### config.mk
export PLATFORM = sky130hd
export DESIGN_NAME = link_regs
export DESIGN_NICKNAME = d
export VERILOG_FILES = /design/src/hdl/link_regs_pkg.sv /design/src/hdl/align_flags.sv /design/src/hdl/lane_pattern_ctrl.sv /design/src/hdl/link_regs.sv
export VERILOG_INCLUDE_DIRS = /design/src /design/src/hdl
export SDC_FILE = /design/constraint.sdc
export NUM_CORES = 1
export LEC_CHECK = 0
export BUFFER_PORTS_ARGS = -buffer_cell sky130_fd_sc_hd__clkbuf_2
export CORE_ASPECT_RATIO = 0.9
export CORE_MARGIN = 10
export CORE_UTILIZATION = 39
export DETAILED_ROUTE_END_ITERATION = 8
export HOLD_SLACK_MARGIN = 0.06
export PLACE_DENSITY = 0.82
export SYNTH_ARGS = -nofsm -noshare
export SYNTH_HDL_FRONTEND = slang
export SYNTH_SLANG_ARGS = --single-unit
export TNS_END_PERCENT = 100
### constraint.sdc
create_clock -name clk_in -period 1.4 [get_ports clk_in]
set_input_delay 0 -clock clk_in [delete_from_list [all_inputs] [get_ports clk_in]]
set_output_delay 0 -clock clk_in [all_outputs]
set_load 0.005 [all_outputs]
### src/hdl/link_regs_defines.svh
// Purpose: constants for the link control and status register bank
// Assumes: AHB-Lite word registers, byte address is four times the index
// Notes: Operation list below
// Operation
// - five-fourths enable bit 7 selects 1.25x/2.5x rate, else 1x/2x.
// - sync select bit 6: 0 single-ended sync, 1 differential sync input.
// - test-pattern field bits 3-0 resets to 0, meaning normal data.
// - codes 1 to 9 select the nine listed lane test patterns.
// - code 10 holds lanes low, 11 high, 12-15 reserved.
// - identifier byte is sent as DID in second ILA multiframe.
// - frame char code 0 K28.7, 1 K28.1, 2 K28.5, 3 reserved.
// - end-of-frame comma inserted opportunistically, not every frame.
// - link-active bit 6 reads 1 exactly in data-encoding state while the link is enabled.
// - sync-state bit 5 shows live selected sync level, low when asserted.
// - realigned flag bit 4 sets on sysref phase shift; write 1 clears.
// - multiframe_flag_a flag bit 3 sets on first sysref after enable; write 1 clears.
// - pll lock bit 2 reads 1 while serializer pll locked.
// - link disabled holds link in reset, serializers down, clocks gated.
`ifndef LINK_REGS_DEFINES_SVH
`define LINK_REGS_DEFINES_SVH
`define IDX_CTRL_TWO 12'h202
`define IDX_DEV_ID 12'h203
`define IDX_CTRL_THREE 12'h204
`define IDX_STATUS 12'h205
`define IDX_IRQ_MASK 12'h206
`define IDX_LINK_EN 12'h207
`define BIT_FIVE_FOURTHS 7
`define BIT_LINK_EN 0
`define IDX_HI 13
`define IDX_LO 2
`define PAT_HI 3
`define FRAME_END_CHAR_SELECT_HI 1
`define STATUS_RSVD_MASK 8'h83
`define KCODE_K28_7 8'hFC
`define KCODE_K28_1 8'h3C
`define KCODE_K28_5 8'hBC
`define BIT_SYNC_SEL 6
`define BIT_LINK_UP 6
`define BIT_SYNC_ST 5
`define BIT_REALIGNED 4
`define BIT_MULTIFRAME_FLAG_A 3
`define BIT_PLL_LOCK 2
`define CTRL_TWO_MASK 8'hCF
`define CTRL_THREE_MASK 8'h03
`define FLAG_MASK 8'h18
`define RESET_BYTE 8'h00
`define HTRANS_NONSEQ 2'h2
`define HTRANS_SEQ 2'h3
`define HSIZE_WORD 3'h2
`define PATTERN_LOW 4'hA
`define PATTERN_HIGH 4'hB
`define PATTERN_LAST_VALID 4'hB
`endif

### src/hdl/link_regs_pkg.sv
// Purpose: types for the link register bank
// Assumes: nothing
// Notes: none
package link_regs_pkg;
    typedef enum logic [1:0] {FC_K28_7, FC_K28_1, FC_K28_5, FC_RSVD} frame_char_t;
    typedef enum logic [3:0] {
        TP_NORMAL, TP_PRBS7, TP_PRBS15, TP_PRBS23, TP_RAMP, TP_TRANSPORT,
        TP_D21_5, TP_K28_5, TP_REPEAT_ILA, TP_RPAT, TP_HOLD_LOW, TP_HOLD_HIGH,
        TP_RSVD12, TP_RSVD13, TP_RSVD14, TP_RSVD15
    } test_pattern_t;
    typedef struct packed {
        logic en_d;
        logic armed;
        logic realigned;
        logic multiframe_flag_a;
    } flag_state_t;
    typedef struct packed {
        logic [7:0] ctrl_two;
        logic [7:0] dev_id;
        logic [7:0] ctrl_three;
        logic [7:0] irq_mask;
        logic link_en;
        logic wr_pend;
        logic rd_pend;
        logic [11:0] idx;
        logic [31:0] rdata;
    } bank_state_t;
endpackage : link_regs_pkg

### src/hdl/align_flags.sv
// Purpose: sticky sysref alignment flags
// Assumes: events are one-cycle pulses on clk_in
// Notes: set wins over a same-cycle clear
`timescale 1ns/1ps
`default_nettype none
`include "link_regs_defines.svh"
module align_flags (
    input wire logic clk_in,               // clock
    input wire logic reset_in,             // sync reset
    input wire logic link_en_in,           // link enable
    input wire logic sysref_event_in,      // sysref seen
    input wire logic phase_shift_in,       // sysref moved a clock phase
    input wire logic clr_realigned_in,     // write-1 clear
    input wire logic clr_multiframe_flag_a_in,       // write-1 clear
    output logic realigned_out,            // sticky flag
    output logic multiframe_flag_a_out               // sticky flag
);
    import link_regs_pkg::*;
    flag_state_t st_ff, nxt_st;
    always_comb begin
        nxt_st = st_ff;
        nxt_st.en_d = link_en_in;
        if (link_en_in && !st_ff.en_d) begin
            nxt_st.armed = 1'b1;
        end
        if (!link_en_in) begin
            nxt_st.armed = 1'b0;
        end
        if (clr_realigned_in) begin
            nxt_st.realigned = 1'b0;
        end
        if (clr_multiframe_flag_a_in) begin
            nxt_st.multiframe_flag_a = 1'b0;
        end
        if (phase_shift_in) begin
            nxt_st.realigned = 1'b1;
        end
        if (st_ff.armed && sysref_event_in) begin
            nxt_st.multiframe_flag_a = 1'b1;
            nxt_st.armed = 1'b0;
        end
    end
    always_ff @(posedge clk_in) begin
        if (reset_in) begin
            st_ff <= '0;
        end else begin
            st_ff <= nxt_st;
        end
    end
    assign realigned_out = st_ff.realigned;
    assign multiframe_flag_a_out = st_ff.multiframe_flag_a;

    property p_multiframe_flag_a_set;
        @(posedge clk_in) disable iff (reset_in)
        (st_ff.armed && sysref_event_in) |=> multiframe_flag_a_out;
    endproperty
    a_multiframe_flag_a_set: assert property (p_multiframe_flag_a_set) else $error("multiframe_flag_a not set");
    property p_realign_set;
        @(posedge clk_in) disable iff (reset_in)
        phase_shift_in |=> realigned_out;
    endproperty
    a_realign_set: assert property (p_realign_set) else $error("realigned not set");
endmodule : align_flags
`default_nettype wire

### src/hdl/lane_pattern_ctrl.sv
// Purpose: decode link controls into lane-side selects
// Assumes: decode is combinational, settings static while link enabled
// Notes: reserved pattern codes fall back to normal data, the reserved frame char code to K28.7
`timescale 1ns/1ps
`default_nettype none
`include "link_regs_defines.svh"
module lane_pattern_ctrl (
    input wire logic [3:0] pattern_in,     // test pattern code
    input wire logic [1:0] end_char_code_in, // frame char code
    input wire logic link_en_in,           // link enable
    output logic [3:0] pattern_out,        // effective pattern
    output logic [7:0] end_char_out,       // comma K-code low byte
    output logic lanes_static_out,         // lanes held static
    output logic lanes_level_out           // static level
);
    import link_regs_pkg::*;
    always_comb begin
        pattern_out = (pattern_in > `PATTERN_LAST_VALID) ? TP_NORMAL : pattern_in;
        lanes_static_out = link_en_in &&
            (pattern_in == `PATTERN_LOW || pattern_in == `PATTERN_HIGH);
        lanes_level_out = (pattern_in == `PATTERN_HIGH);
        unique case (frame_char_t'(end_char_code_in))
            FC_K28_1: end_char_out = `KCODE_K28_1;
            FC_K28_5: end_char_out = `KCODE_K28_5;
            default: end_char_out = `KCODE_K28_7; // reserved code falls back to the default
        endcase
    end
endmodule : lane_pattern_ctrl
`default_nettype wire

### src/hdl/link_regs.sv
// Purpose: AHB-Lite control/status bank for a serial transmit link
// Assumes: single word transfers, one-cycle wait-free slave
// Notes: link enable and irq mask live at chosen extra indices
//
// The implementer's own choice: the AHB-Lite slave port.
`timescale 1ns/1ps
`default_nettype none
`include "link_regs_defines.svh"
module link_regs (
    input wire logic clk_in,               // 20 MHz clock
    input wire logic reset_in,             // sync reset, active high
    input wire logic hsel_in,              // slave select
    input wire logic [31:0] haddr_in,      // byte address
    input wire logic [1:0] htrans_in,      // transfer type
    input wire logic hwrite_in,            // write
    input wire logic [2:0] hsize_in,       // transfer size
    input wire logic hready_in,            // bus ready
    input wire logic [31:0] hwdata_in,     // write data
    output logic [31:0] hrdata_out,        // read data
    output logic hreadyout_out,            // always ready
    output logic hresp_out,                // always OKAY
    input wire logic single_ended_sync_n_in, // single-ended sync, low asserted
    input wire logic differential_sync_n_in, // differential sync, low asserted
    input wire logic data_encoding_state_in, // link in data-encoding state
    input wire logic pll_locked_in,        // serializer pll lock
    input wire logic sysref_event_in,      // sysref pulse
    input wire logic phase_shift_in,       // sysref shifted a clock phase
    input wire logic frame_end_ok_in,      // replacement conditions met
    output logic pll_five_fourths_enable_out, // 5/4 multiplier on
    output logic [3:0] link_test_pattern_select_out, // pattern code
    output logic [7:0] link_device_identifier_out, // ILA DID byte
    output logic [7:0] frame_end_char_out, // comma K-code
    output logic insert_frame_end_out,     // insert comma this frame
    output logic lanes_static_out,         // lanes held static
    output logic lanes_level_out,          // static level
    output logic link_reset_out,           // link held in reset
    output logic serializer_pd_out,        // serializers powered down
    output logic link_clk_gate_out,        // link clocks enabled
    output logic sync_n_out,               // selected sync level
    output logic irq_out                   // level interrupt
);
    import link_regs_pkg::*;
    bank_state_t st_ff, nxt_st;
    logic realigned, multiframe_flag_a, sync_sel, clr_re, clr_al;
    logic addr_ok, wr_go;
    logic [7:0] status;

    // address phase capture; any word transfer is accepted
    assign addr_ok = hsel_in && hready_in &&
        (htrans_in == `HTRANS_NONSEQ || htrans_in == `HTRANS_SEQ);
    assign wr_go = st_ff.wr_pend;
    assign sync_sel = st_ff.ctrl_two[`BIT_SYNC_SEL];
    assign sync_n_out = sync_sel ? differential_sync_n_in : single_ended_sync_n_in;

    always_comb begin
        status = '0; // reserved bits read 0
        status[`BIT_LINK_UP] = data_encoding_state_in && st_ff.link_en;
        status[`BIT_SYNC_ST] = sync_n_out;
        status[`BIT_REALIGNED] = realigned;
        status[`BIT_MULTIFRAME_FLAG_A] = multiframe_flag_a;
        status[`BIT_PLL_LOCK] = pll_locked_in;
    end

    // write-1 clears only; zeros leave flags alone
    assign clr_re = wr_go && st_ff.idx == `IDX_STATUS && hwdata_in[`BIT_REALIGNED];
    assign clr_al = wr_go && st_ff.idx == `IDX_STATUS && hwdata_in[`BIT_MULTIFRAME_FLAG_A];

    always_comb begin
        nxt_st = st_ff;
        nxt_st.wr_pend = addr_ok && hwrite_in;
        nxt_st.rd_pend = addr_ok && !hwrite_in;
        if (addr_ok) begin
            nxt_st.idx = haddr_in[`IDX_HI:`IDX_LO];
        end
        if (wr_go) begin
            unique case (st_ff.idx)
                `IDX_CTRL_TWO: nxt_st.ctrl_two = hwdata_in[7:0] & `CTRL_TWO_MASK;
                `IDX_DEV_ID: nxt_st.dev_id = hwdata_in[7:0];
                `IDX_CTRL_THREE: nxt_st.ctrl_three = hwdata_in[7:0] & `CTRL_THREE_MASK;
                `IDX_IRQ_MASK: nxt_st.irq_mask = hwdata_in[7:0] & `FLAG_MASK;
                `IDX_LINK_EN: nxt_st.link_en = hwdata_in[`BIT_LINK_EN];
                default: ; // status bits read-only, unmapped ignored
            endcase
        end
        nxt_st.rdata = '0;
        if (addr_ok && !hwrite_in) begin
            unique case (haddr_in[`IDX_HI:`IDX_LO])
                `IDX_CTRL_TWO: nxt_st.rdata = {24'h000000, st_ff.ctrl_two};
                `IDX_DEV_ID: nxt_st.rdata = {24'h000000, st_ff.dev_id};
                `IDX_CTRL_THREE: nxt_st.rdata = {24'h000000, st_ff.ctrl_three};
                `IDX_STATUS: nxt_st.rdata = {24'h000000, status};
                `IDX_IRQ_MASK: nxt_st.rdata = {24'h000000, st_ff.irq_mask};
                `IDX_LINK_EN: nxt_st.rdata = {31'h00000000, st_ff.link_en};
                default: nxt_st.rdata = '0;
            endcase
        end
    end

    always_ff @(posedge clk_in) begin
        if (reset_in) begin
            st_ff <= '0;
        end else begin
            st_ff <= nxt_st;
        end
    end

    align_flags u_flags (
        .clk_in(clk_in),
        .reset_in(reset_in),
        .link_en_in(st_ff.link_en),
        .sysref_event_in(sysref_event_in),
        .phase_shift_in(phase_shift_in),
        .clr_realigned_in(clr_re),
        .clr_multiframe_flag_a_in(clr_al),
        .realigned_out(realigned),
        .multiframe_flag_a_out(multiframe_flag_a)
    );

    lane_pattern_ctrl u_pat (
        .pattern_in(st_ff.ctrl_two[`PAT_HI:0]),
        .end_char_code_in(st_ff.ctrl_three[`FRAME_END_CHAR_SELECT_HI:0]),
        .link_en_in(st_ff.link_en),
        .pattern_out(link_test_pattern_select_out),
        .end_char_out(frame_end_char_out),
        .lanes_static_out(lanes_static_out),
        .lanes_level_out(lanes_level_out)
    );

    assign hrdata_out = st_ff.rdata;
    assign hreadyout_out = 1'b1;
    assign hresp_out = 1'b0;
    assign pll_five_fourths_enable_out = st_ff.ctrl_two[`BIT_FIVE_FOURTHS];
    assign link_device_identifier_out = st_ff.dev_id;
    // comma only where the replacement conditions allow, never forced per frame
    assign insert_frame_end_out = frame_end_ok_in && st_ff.link_en;
    assign link_reset_out = !st_ff.link_en;
    assign serializer_pd_out = !st_ff.link_en;
    assign link_clk_gate_out = st_ff.link_en;
    assign irq_out = |(status & st_ff.irq_mask);

    property p_flag_w0;
        @(posedge clk_in) disable iff (reset_in)
        (wr_go && st_ff.idx == `IDX_STATUS && !hwdata_in[`BIT_MULTIFRAME_FLAG_A] && multiframe_flag_a)
            |=> multiframe_flag_a;
    endproperty
    a_flag_w0: assert property (p_flag_w0) else $error("write 0 cleared flag");
    property p_flag_w1;
        @(posedge clk_in) disable iff (reset_in)
        (clr_al && !(sysref_event_in)) |=> !multiframe_flag_a;
    endproperty
    a_flag_w1: assert property (p_flag_w1) else $error("write 1 did not clear");
    property p_sync_live;
        @(posedge clk_in) disable iff (reset_in)
        status[`BIT_SYNC_ST] == (sync_sel ? differential_sync_n_in : single_ended_sync_n_in);
    endproperty
    a_sync_live: assert property (p_sync_live) else $error("sync status wrong");
    property p_link_up;
        @(posedge clk_in) disable iff (reset_in)
        status[`BIT_LINK_UP] == (data_encoding_state_in && st_ff.link_en);
    endproperty
    a_link_up: assert property (p_link_up) else $error("link up wrong");
    property p_pll;
        @(posedge clk_in) disable iff (reset_in)
        status[`BIT_PLL_LOCK] == pll_locked_in;
    endproperty
    a_pll: assert property (p_pll) else $error("pll bit wrong");
    property p_five_fourths;
        @(posedge clk_in) disable iff (reset_in)
        (wr_go && st_ff.idx == `IDX_CTRL_TWO)
            |=> pll_five_fourths_enable_out == $past(hwdata_in[`BIT_FIVE_FOURTHS]);
    endproperty
    a_five_fourths: assert property (p_five_fourths) else $error("rate bit not written");
    property p_disabled;
        @(posedge clk_in) disable iff (reset_in)
        !st_ff.link_en |-> (link_reset_out && serializer_pd_out && !link_clk_gate_out);
    endproperty
    a_disabled: assert property (p_disabled) else $error("link not held");
    property p_static;
        @(posedge clk_in) disable iff (reset_in)
        (st_ff.link_en && st_ff.ctrl_two[`PAT_HI:0] == `PATTERN_HIGH)
            |-> (lanes_static_out && lanes_level_out);
    endproperty
    a_static: assert property (p_static) else $error("static high wrong");
    property p_reserved;
        @(posedge clk_in) disable iff (reset_in)
        (status & `STATUS_RSVD_MASK) == 8'h00;
    endproperty
    a_reserved: assert property (p_reserved) else $error("reserved bit set");
    property p_static_low;
        @(posedge clk_in) disable iff (reset_in)
        (st_ff.link_en && st_ff.ctrl_two[`PAT_HI:0] == `PATTERN_LOW)
            |-> (lanes_static_out && !lanes_level_out);
    endproperty
    a_static_low: assert property (p_static_low) else $error("static low wrong");
    property p_pat_rsvd;
        @(posedge clk_in) disable iff (reset_in)
        (st_ff.ctrl_two[`PAT_HI:0] > `PATTERN_LAST_VALID)
            |-> (link_test_pattern_select_out == TP_NORMAL);
    endproperty
    a_pat_rsvd: assert property (p_pat_rsvd) else $error("reserved pattern used");
    property p_pat_pass;
        @(posedge clk_in) disable iff (reset_in)
        (st_ff.ctrl_two[`PAT_HI:0] <= `PATTERN_LAST_VALID)
            |-> (link_test_pattern_select_out == st_ff.ctrl_two[`PAT_HI:0]);
    endproperty
    a_pat_pass: assert property (p_pat_pass) else $error("pattern code lost");
    property p_dev_id;
        @(posedge clk_in) disable iff (reset_in)
        (wr_go && st_ff.idx == `IDX_DEV_ID)
            |=> link_device_identifier_out == $past(hwdata_in[7:0]);
    endproperty
    a_dev_id: assert property (p_dev_id) else $error("identifier not written");
    property p_sync_sel;
        @(posedge clk_in) disable iff (reset_in)
        (wr_go && st_ff.idx == `IDX_CTRL_TWO)
            |=> sync_sel == $past(hwdata_in[`BIT_SYNC_SEL]);
    endproperty
    a_sync_sel: assert property (p_sync_sel) else $error("sync select not written");
    property p_frame_ins;
        @(posedge clk_in) disable iff (reset_in)
        !(frame_end_ok_in && st_ff.link_en) |-> !insert_frame_end_out;
    endproperty
    a_frame_ins: assert property (p_frame_ins) else $error("comma forced");
    property p_char_k28_1;
        @(posedge clk_in) disable iff (reset_in)
        (st_ff.ctrl_three[`FRAME_END_CHAR_SELECT_HI:0] == 2'h1) |-> (frame_end_char_out == `KCODE_K28_1);
    endproperty
    a_char_k28_1: assert property (p_char_k28_1) else $error("frame char wrong");
    property p_realign_w0;
        @(posedge clk_in) disable iff (reset_in)
        (wr_go && st_ff.idx == `IDX_STATUS && !hwdata_in[`BIT_REALIGNED] && realigned)
            |=> realigned;
    endproperty
    a_realign_w0: assert property (p_realign_w0) else $error("write 0 cleared flag");
endmodule : link_regs
`default_nettype wire

Word-level counts from Yosys, hierarchy flattened
Cells that the tools add are included.
Widths: inputs -> output; s select.
{"block": "word_totals", "word_cells": 69, "latchBits": 0, "output_inout_bits": 63, "input_bits": 81, "memories": 0, "rom_bits": 0, "register_bits": 68, "mem_bits_rw": 0}
{"block": "classes", "bitwise": 3, "div_mod_pow": 0, "muxes": 8, "add_sub_neg": 0, "n_lt_le_gt_ge": 1, "n_reduce_logical": 27, "eq_ne": 18, "n_shift": 0, "n_mul": 0}
{"operator": "$eq 12x10->1 const B", "n": 12}
{"operator": "$pmux 8 s6", "n": 1}
{"operator": "$pmux 8 s2", "n": 1}
{"operator": "$logic_and 1x1->1", "n": 12}
{"operator": "$reduce_and 2->1", "n": 5}
{"operator": "$eq 4x4->1 const B", "n": 2}
{"operator": "$reduce_or 8->1", "n": 1}
{"operator": "$and 7x5->7", "n": 1}
{"operator": "$eq 2x2->1 const B", "n": 3}
{"operator": "$mux 1", "n": 5}
{"operator": "$gt 4x4->1 const B", "n": 1}
{"operator": "$mux 4", "n": 1}
{"operator": "$reduce_bool 2->1", "n": 2}
{"operator": "$logic_not 1->1", "n": 3}
{"operator": "$reduce_or 3->1", "n": 1}
{"operator": "$eq 2x1->1 const B", "n": 1}
{"operator": "$logic_or 1x1->1", "n": 2}
{"operator": "$not 1->1", "n": 2}
{"operator": "$reduce_or 2->1", "n": 1}

Depth between registers and ports, before layout
Gate-level depths: netlist (run 1).
{"block": "logic_depth", "depth_word": 6, "ltp_mapped": 7, "mapped_depth_nobuf": 4}

Hierarchy
A second synthesis (run 1) with hierarchy kept.
{"block": "unflattened", "hier_cells": 281, "area_unflattened_um2": 2484.9}
{"mod": "link_regs", "seq_area_each_um2": 800.8, "area_each_um2": 2233.4, "n_inst": 1, "cells_per_inst": 251}
{"mod": "align_flags", "seq_area_each_um2": 80.1, "area_each_um2": 131.4, "n_inst": 1, "cells_per_inst": 13}
{"mod": "lane_pattern_ctrl", "seq_area_each_um2": 0.0, "area_each_um2": 120.1, "n_inst": 1, "cells_per_inst": 17}

Least setup slack after synthesis (run 1)
Ideal clock, no wire load.
{"block": "synth_timing", "path_type": "register to register", "from": "reg st_ff[43] (netlist name)", "to": "reg st_ff, in the netlist pll_five_fourths_enable_out", "setup_time_ns": 0.070, "required_time_ns": 1.330, "path_slack_ns": -0.004, "path_buffers": 2, "arrival_ns": 1.334, "synth_period_minus_slack_ns": 1.404, "path_stages_with_launch": 7, "cell_sequence": "dfxtp_1 -> nor3_1 -> and4_1 -> clkbuf_2 -> buf_2 -> nand3_1 -> a21oi_1"}
{"block": "synth_between", "elab_chain_cells": 2}
{"element": "start, declared", "line": "link_regs.sv:43", "rtl": "bank_state_t st_ff, nxt_st;"}
{"element": "start signal, assigned", "line": "link_regs.sv:103", "rtl": "st_ff <= nxt_st;"}
{"element": "$eq 12x10->1", "line": "link_regs.sv:76", "rtl": "unique case (st_ff.idx)"}
{"element": "$reduce_and 2->1 (no source line)"}
Every way passes these cells.
A chain may end at the register's enable or synchronous reset.

Worst setup path in the final report (run 1)
{"block": "layout_timing", "from": "reg st_ff[35] (netlist name)", "to": "reg u_flags.st_ff, in the netlist u_flags.multiframe_flag_a_out"}
{"block": "layout_between", "elab_chain_cells": 4}
{"element": "$eq 12x10->1 (no source line)"}
{"element": "$logic_and 1x1->1 (no source line)"}
{"element": "$logic_and 1x1->1", "line": "link_regs.sv:66", "rtl": "assign clr_al = wr_go && st_ff.idx == `IDX_STATUS && hwdata_in[`BIT_MULTIFRAME_FLAG_A];"}
{"element": "$reduce_bool 2->1 (no source line)"}
{"element": "end signal, assigned", "line": "align_flags.sv:47", "rtl": "st_ff <= nxt_st;"}
{"element": "end, declared", "line": "align_flags.sv:19", "rtl": "flag_state_t st_ff, nxt_st;"}
Every way passes these cells.

==> out/results.ini, run 1 <==
[setup_path]
crit_family = compound AO/OA/AOI/OAI gates
ff2ff_path_depth = 5
worstPathArrival_ns = 1.60
r2r-end = u_flags.multiframe_flag_a_out
rrSetupSlack_ns = -0.02
critical_path.startpoint_type = flip-flop
crit_type = flip-flop to flip-flop
cpMaxStageDelayCell = dfxtp_2
end_kind = flip-flop
r2r-start = st_ff[35]
crit_path_cell_trace = nor3_2, buf_4, nand4_1, o41ai_2, a21oi_1
worstPathRequired_ns = 1.58
crit_buf_inv = 1
slowest_delay_ns = 0.33
crit_path_max_fanout = 4

[outcome]
violations = setup timing
status = finished with violations

[cells_and_area]
area_growth_pct = 23.81
antenna_cells = 0
fin_area_um2 = 2895
drive_gt1_frac = 0.2725
finalNetCount = 437
layout_common_cells = 62 x clkbuf_2, 43 x dfxtp_1, 33 x a21oi_1, 32 x conb_1, 28 x nand2_1
final_common_cell = clkbuf_2

[clocking]
clkLatencyLatePin_ns = 0.30
clk_pin_slew_ns = 0.08
clockRootBuffer = clkbuf_8
cts_tree = yes
htreeDepth = 2
numCtsBuffers = 5
cts_buffer_depth = 2
cts_sinks = 44

[logic_synthesis]
synth_area_um2 = 2338
synthCells = 288
syn-mean-instance-area_um2 = 8.120
ys_seq_area_frac = 0.3767
yosys_register_bits = 44
ys_types = 42
ys_warn_count = 0

[floorplan]
dieArea_um2 = 9498
fp.coreArea_um2 = 5758
initial_core_util = 0.4061
boundaryPins = 144
die_height_um = 93.46
num_rows = 26
die_width_um = 101.6

[routing]
top_layer_used = met4
wl_met2_um = 3338
drtIter0Drc = 249
ant_nets = 0
avgViaCountPerCell = 5.087
wl_met3_um = 542
vias = 2167
wire_per_inst_um = 15.76
met1_length_um = 2683
drcViolationCount = 0
routed_wl_um = 6712
dr.pass1.iters = 5

[grt]
track_usage = 0.1340
grt_overflow_total = 0
grt_pass1_vias = 2129
grt_pass1_wl_um = 10360
grt_max_degree = 36
antenna_found_initial = 0

[min_path]
hold_class = primary input to flip-flop
worstHoldStart = haddr_in[3]
whs_endpoint = st_ff[33]
min_path_cells = 3

[place]
hpwl_um = 4976
portBuffers = 63
dpl_cell_area_um2 = 2515
gp_congestion = 0.8872

[timing]
rsz0062_at_grt = true
period_needed_ns = 1.418
setup_viol_count_final = 1
whs_ns = 0.06414
fin_skew_ns = 0.006044
fmax_mhz = 705.3
worst_slack_ns = -0.01783
fin_tns_setup_ns = -0.01783
hold_viol = 0
finalMaxSlewViolations = 0
period_share = 1.013

[power_and_ir_drop]
total_power_mw = 2.571
p_per_area_nw_per_um2 = 887.9
p_leak_nw = 1.203
ir_drop_mv = 0.7137

[run]
maxCapViolCount = 0

==> kinds of logic (layout without fill, tap and decap cells) <==
kind of cell | after synthesis | count (layout) | share of synthesized area
DFF | 44 | 44 | 0.3767
muxes | 4 | 4 | 0.01819
other | 2 | 32 | 0.003211
adders and majority gates | 1 | 1 | 0.005350
AOI/OAI and AO/OA | 68 | 68 | 0.1712
and+or+nand+nor | 97 | 97 | 0.2263
buffers and inverters | 72 | 110 | 0.1990
==> stage by stage <==
| stage | instances | setup WS, ns | util |
|---|---|---|---|
| finish | 426 | -0.01783 | 0.5028 |
| global route | 426 | -0.06937 | 0.5028 |
| CTS | 427 | 0.001600 | 0.4987 |
| global placement | 396 | -0.001734 | 0.4368 |
| detailed placement | 396 | -0.03489 | 0.4368 |
| floorplan | 318 | 0.0003242 | - |
==> sequential cells by signal, summed over array words and instances, names as in the netlist <==
register / cells
u_flags.st_ff: 2
u_flags.multiframe_flag_a_out: 1
wr_go: 1
st_ff: 21
link_device_identifier_out: 8
link_clk_gate_out: 1
u_flags.realigned_out: 1
pll_five_fourths_enable_out: 1
hrdata_out: 8
==> layout make-up <==
cell class | instances | area [um2]
multi-input combinational | 202 | 1140
tap | 70 | 87.58
clock inverter | 2 | 38.79
inverter | 5 | 18.77
fill | 511 | 2863
timing repair buffer | 97 | 645.6
sequential | 44 | 882.1
clock buffer | 6 | 82.58
==> worst min-delay path, delay by kind of cell <==
| family | cells | cell delay [ns] |
|---|---|---|
| buffers and inverters | 1 | 0.15 |
| and+or+nand+nor | 1 | 0.11 |
| AOI/OAI and AO/OA | 1 | 0.07 |
==> per-layer routing <==
| metal | vias up | track usage |
|---|---|---|
| met5 | - | 0 |
| met4 | 0 | 0.04167 |
| met3 | 18 | 0.03900 |
| met2 | 109 | 0.2270 |
| met1 | 994 | 0.1591 |
| li1 | 1046 | - |
==> cell usage after synthesis, drive strengths merged <==
library cell  instances  area share
or4                   1      0.0048
a21oi                34       0.073
nor4                  1      0.0053
nor3                  4       0.013
nor2b                 9       0.024
nand4b                3       0.011
nand3                21       0.045
a31oi                 1      0.0053
mux2i                 2      0.0086
o221a                 1      0.0048
nand2b                3      0.0080
and2                  1      0.0027
o21bai                1      0.0032
nor3b                 3       0.012
and3                  3      0.0080
a21boi                2      0.0064
inv                   5      0.0080
conb                  2      0.0032
nor4b                 1      0.0037
and3b                 1      0.0037
or2                   1      0.0027
buf                  52        0.17
nand4                 5       0.013
o21a                  1      0.0032
nand2                28       0.045
a211oi                1      0.0032
clkbuf               15       0.025
dfxtp                44        0.38
and4                  2      0.0075
o21ai                16       0.034
nor2                 10       0.016
o41ai                 1      0.0037
a22oi                 4       0.013
o31ai                 2      0.0064
ha                    1      0.0053
mux2                  2      0.0096
a22o                  4       0.015
==> how the worst max path moves through the flow <==
stage,to,cells past startpoint,from
detailed placement,hrdata_out[7],5,haddr_in[7]
global placement,link_clk_gate_out,5,st_ff[35]
global route,link_clk_gate_out,5,st_ff[35]
finish,u_flags.multiframe_flag_a_out,5,st_ff[35]
floorplan,pll_five_fourths_enable_out,6,st_ff[35]
CTS,u_flags.multiframe_flag_a_out,5,st_ff[35]
==> power breakdown <==
group | leakage [nW] | switching [mW] | internal [mW]
logic | 0.786 | 0.141 | 0.117
registers | 0.356 | 0.0132 | 1.26
clock network | 0.0614 | 0.452 | 0.584
==> timing repair <==
| action | in CTS | in global routing |
|---|---|---|
| setup endpoints to repair | 2 | 20 |
| endpoints found under the hold margin | 34 | 0 |
| pin swaps | 1 | 4 |
| gates resized for setup | 1 | 13 |
| hold buffers | 23 | 0 |
| buffers inserted | 0 | 0 |
(Power assumes the default switching activity.)
==> inputs of run 2 (changes only) <==
--- a/config.mk
+++ b/config.mk
@@ -7,7 +7,7 @@
 export NUM_CORES = 1
 export LEC_CHECK = 0
 export BUFFER_PORTS_ARGS = -buffer_cell sky130_fd_sc_hd__clkbuf_2
-export CORE_ASPECT_RATIO = 0.9
+export CORE_ASPECT_RATIO = 0.8
 export CORE_MARGIN = 10
 export CORE_UTILIZATION = 39
 export DETAILED_ROUTE_END_ITERATION = 8
==> run 2 against run 1 <==
The run still ends with setup timing left. Final cell count rose by 2.6%. Die area rose by 0.16%. Total power decreased by 8.6%. Sequential power hardly changed. Sequential share of layout area increased by 0.36 points. Global-route usage up 0.12 points. Clock skew fell by 0.0024 ns. Register-to-register slack hardly changed. Maximum frequency grew 0.55%. Critical path type unchanged.
==> out/results.ini, run 2 (synthesized netlist as in run 1, its figures left out) <==
[outcome]
status = finished with violations
violations = setup timing

[timing]
fin_skew_ns = 0.003643
period_needed_ns = 1.410
worst_slack_ns = -0.01014
rsz0062_at_grt = true
finalMaxSlewViolations = 0
whs_ns = 0.06987
setup_viol_count_final = 1
hold_viol = 0
fmax_mhz = 709.2
fin_tns_setup_ns = -0.01014
period_share = 1.007

[cells_and_area]
largest_reg_flops = 21
drive_gt1_frac = 0.2669
area_growth_pct = 22.36
top_register = st_ff
antenna_cells = 0
finalNetCount = 437
final_common_cell = clkbuf_2
fin_area_um2 = 2861
layout_common_cells = 63 x clkbuf_2, 43 x dfxtp_1, 34 x a21oi_1, 32 x conb_1, 28 x nand2_1
final_util = 0.4892
fin_cells = 437

[clocking]
cts_tree = yes
clockRootBuffer = clkbuf_8
clkLatencyLatePin_ns = 0.30
postCtsSetupRepairBufs = 0
cts_sinks = 44
numCtsBuffers = 5
clk_pin_slew_ns = 0.08
htreeDepth = 2
cts_buffer_depth = 2

[setup_path]
worstPathRequired_ns = 1.61
crit_family = simple AND/OR/NAND/NOR gates
crit_type = flip-flop to flip-flop
crit_path_cell_trace = nor3_2, buf_4, and4_1, buf_12, nand3_1, a21oi_1
cpMaxStageDelayCell = dfxtp_2
slowest_delay_ns = 0.33
worstPathArrival_ns = 1.62
crit_buf_inv = 2
end_kind = flip-flop
crit_path_max_fanout = 16
critical_path.startpoint_type = flip-flop

[routing]
vias = 2157
drcViolationCount = 0
avgViaCountPerCell = 4.936
wire_per_inst_um = 15.21
routed_wl_um = 6647
ant_nets = 0
dr.pass1.iters = 4
drtIter0Drc = 187

[grt]
grt_pass1_vias = 2129
grt_pass1_wl_um = 10490
grt_overflow_total = 0
track_usage = 0.1352
grt_max_degree = 36
grt-busiest-layer = met2
met1_usage = 0.1577
global_route.usage.met2 = 0.2262
antenna_found_initial = 0
met3_usage = 0.04755

[place]
portBuffers = 63
hpwl_um = 4869
dp.cells = 407
dpl_cell_area_um2 = 2529
post-place-ws_ns = -0.07618
gp_congestion = 0.8264

[floorplan]
dieArea_um2 = 9513
die_height_um = 89.26
initial_core_util = 0.3998
num_rows = 25
fp.coreArea_um2 = 5849
boundaryPins = 144
die_width_um = 106.6

[power_and_ir_drop]
p_per_area_nw_per_um2 = 821.4
ir_drop_mv = 0.3230
p_leak_nw = 1.181
total_power_mw = 2.350

[min_path]
hold_class = primary input to flip-flop

[run]
maxCapViolCount = 0

[run 2: cell types whose count changed in the layout (fill, tap and decap cells not counted), sizes merged]
cell,change
bufinv,-1
clkbuf,+3
dlymetal6s4s,-1
clkinv,-1
[run 2: report_power, final]
| part | internal (mW) | switching [mW] | leakage (nW) |
|---|---|---|---|
| clock | 0.402 | 0.408 | 0.0455 |
| combinational | 0.118 | 0.144 | 0.779 |
| sequential | 1.26 | 0.0130 | 0.356 |
[run 2: layout make-up]
class,count,area (um2)
Tap cell,81,101.3
Timing Repair Buffer,97,638.1
Sequential cell,44,882.1
Fill cell,554,2988
Inverter,5,18.77
Multi-Input combinational cell,202,1131
Clock buffer,8,90.09
[run 2: final timing paths]
path	start	end	slack, ns	cells after the start
setup / recovery	st_ff[35]	link_device_identifier_out[7]	-0.01	6
hold / removal	pll_locked_in	hrdata_out[2]	0.07	4
setup reg to reg	st_ff[35]	link_device_identifier_out[7]	-0.01	6
hold reg to reg	u_flags.st_ff[3]	u_flags.st_ff[2]	0.41	1
[run 2: what timing repair did]
item | 4_1_cts | 5_1_grt
hold buffers | 22 | 0
gates resized for setup | 2 | 10
endpoints found under the hold margin | 33 | 0
pin swaps | 0 | 3
endpoints found under the setup margin | 2 | 20
[run 2: metal layers]
layer,share of wire,wire length [um]
met5,0,0
met4,0.021,138
met3,0.093,615
met2,0.49,3289
met1,0.39,2603
[run 2: worst min-delay path: cells and delay by family]
kind | cells | cell delay [ns]
compound gates | 2 | 0.17
buf+inv | 1 | 0.08
simple gates | 1 | 0.08
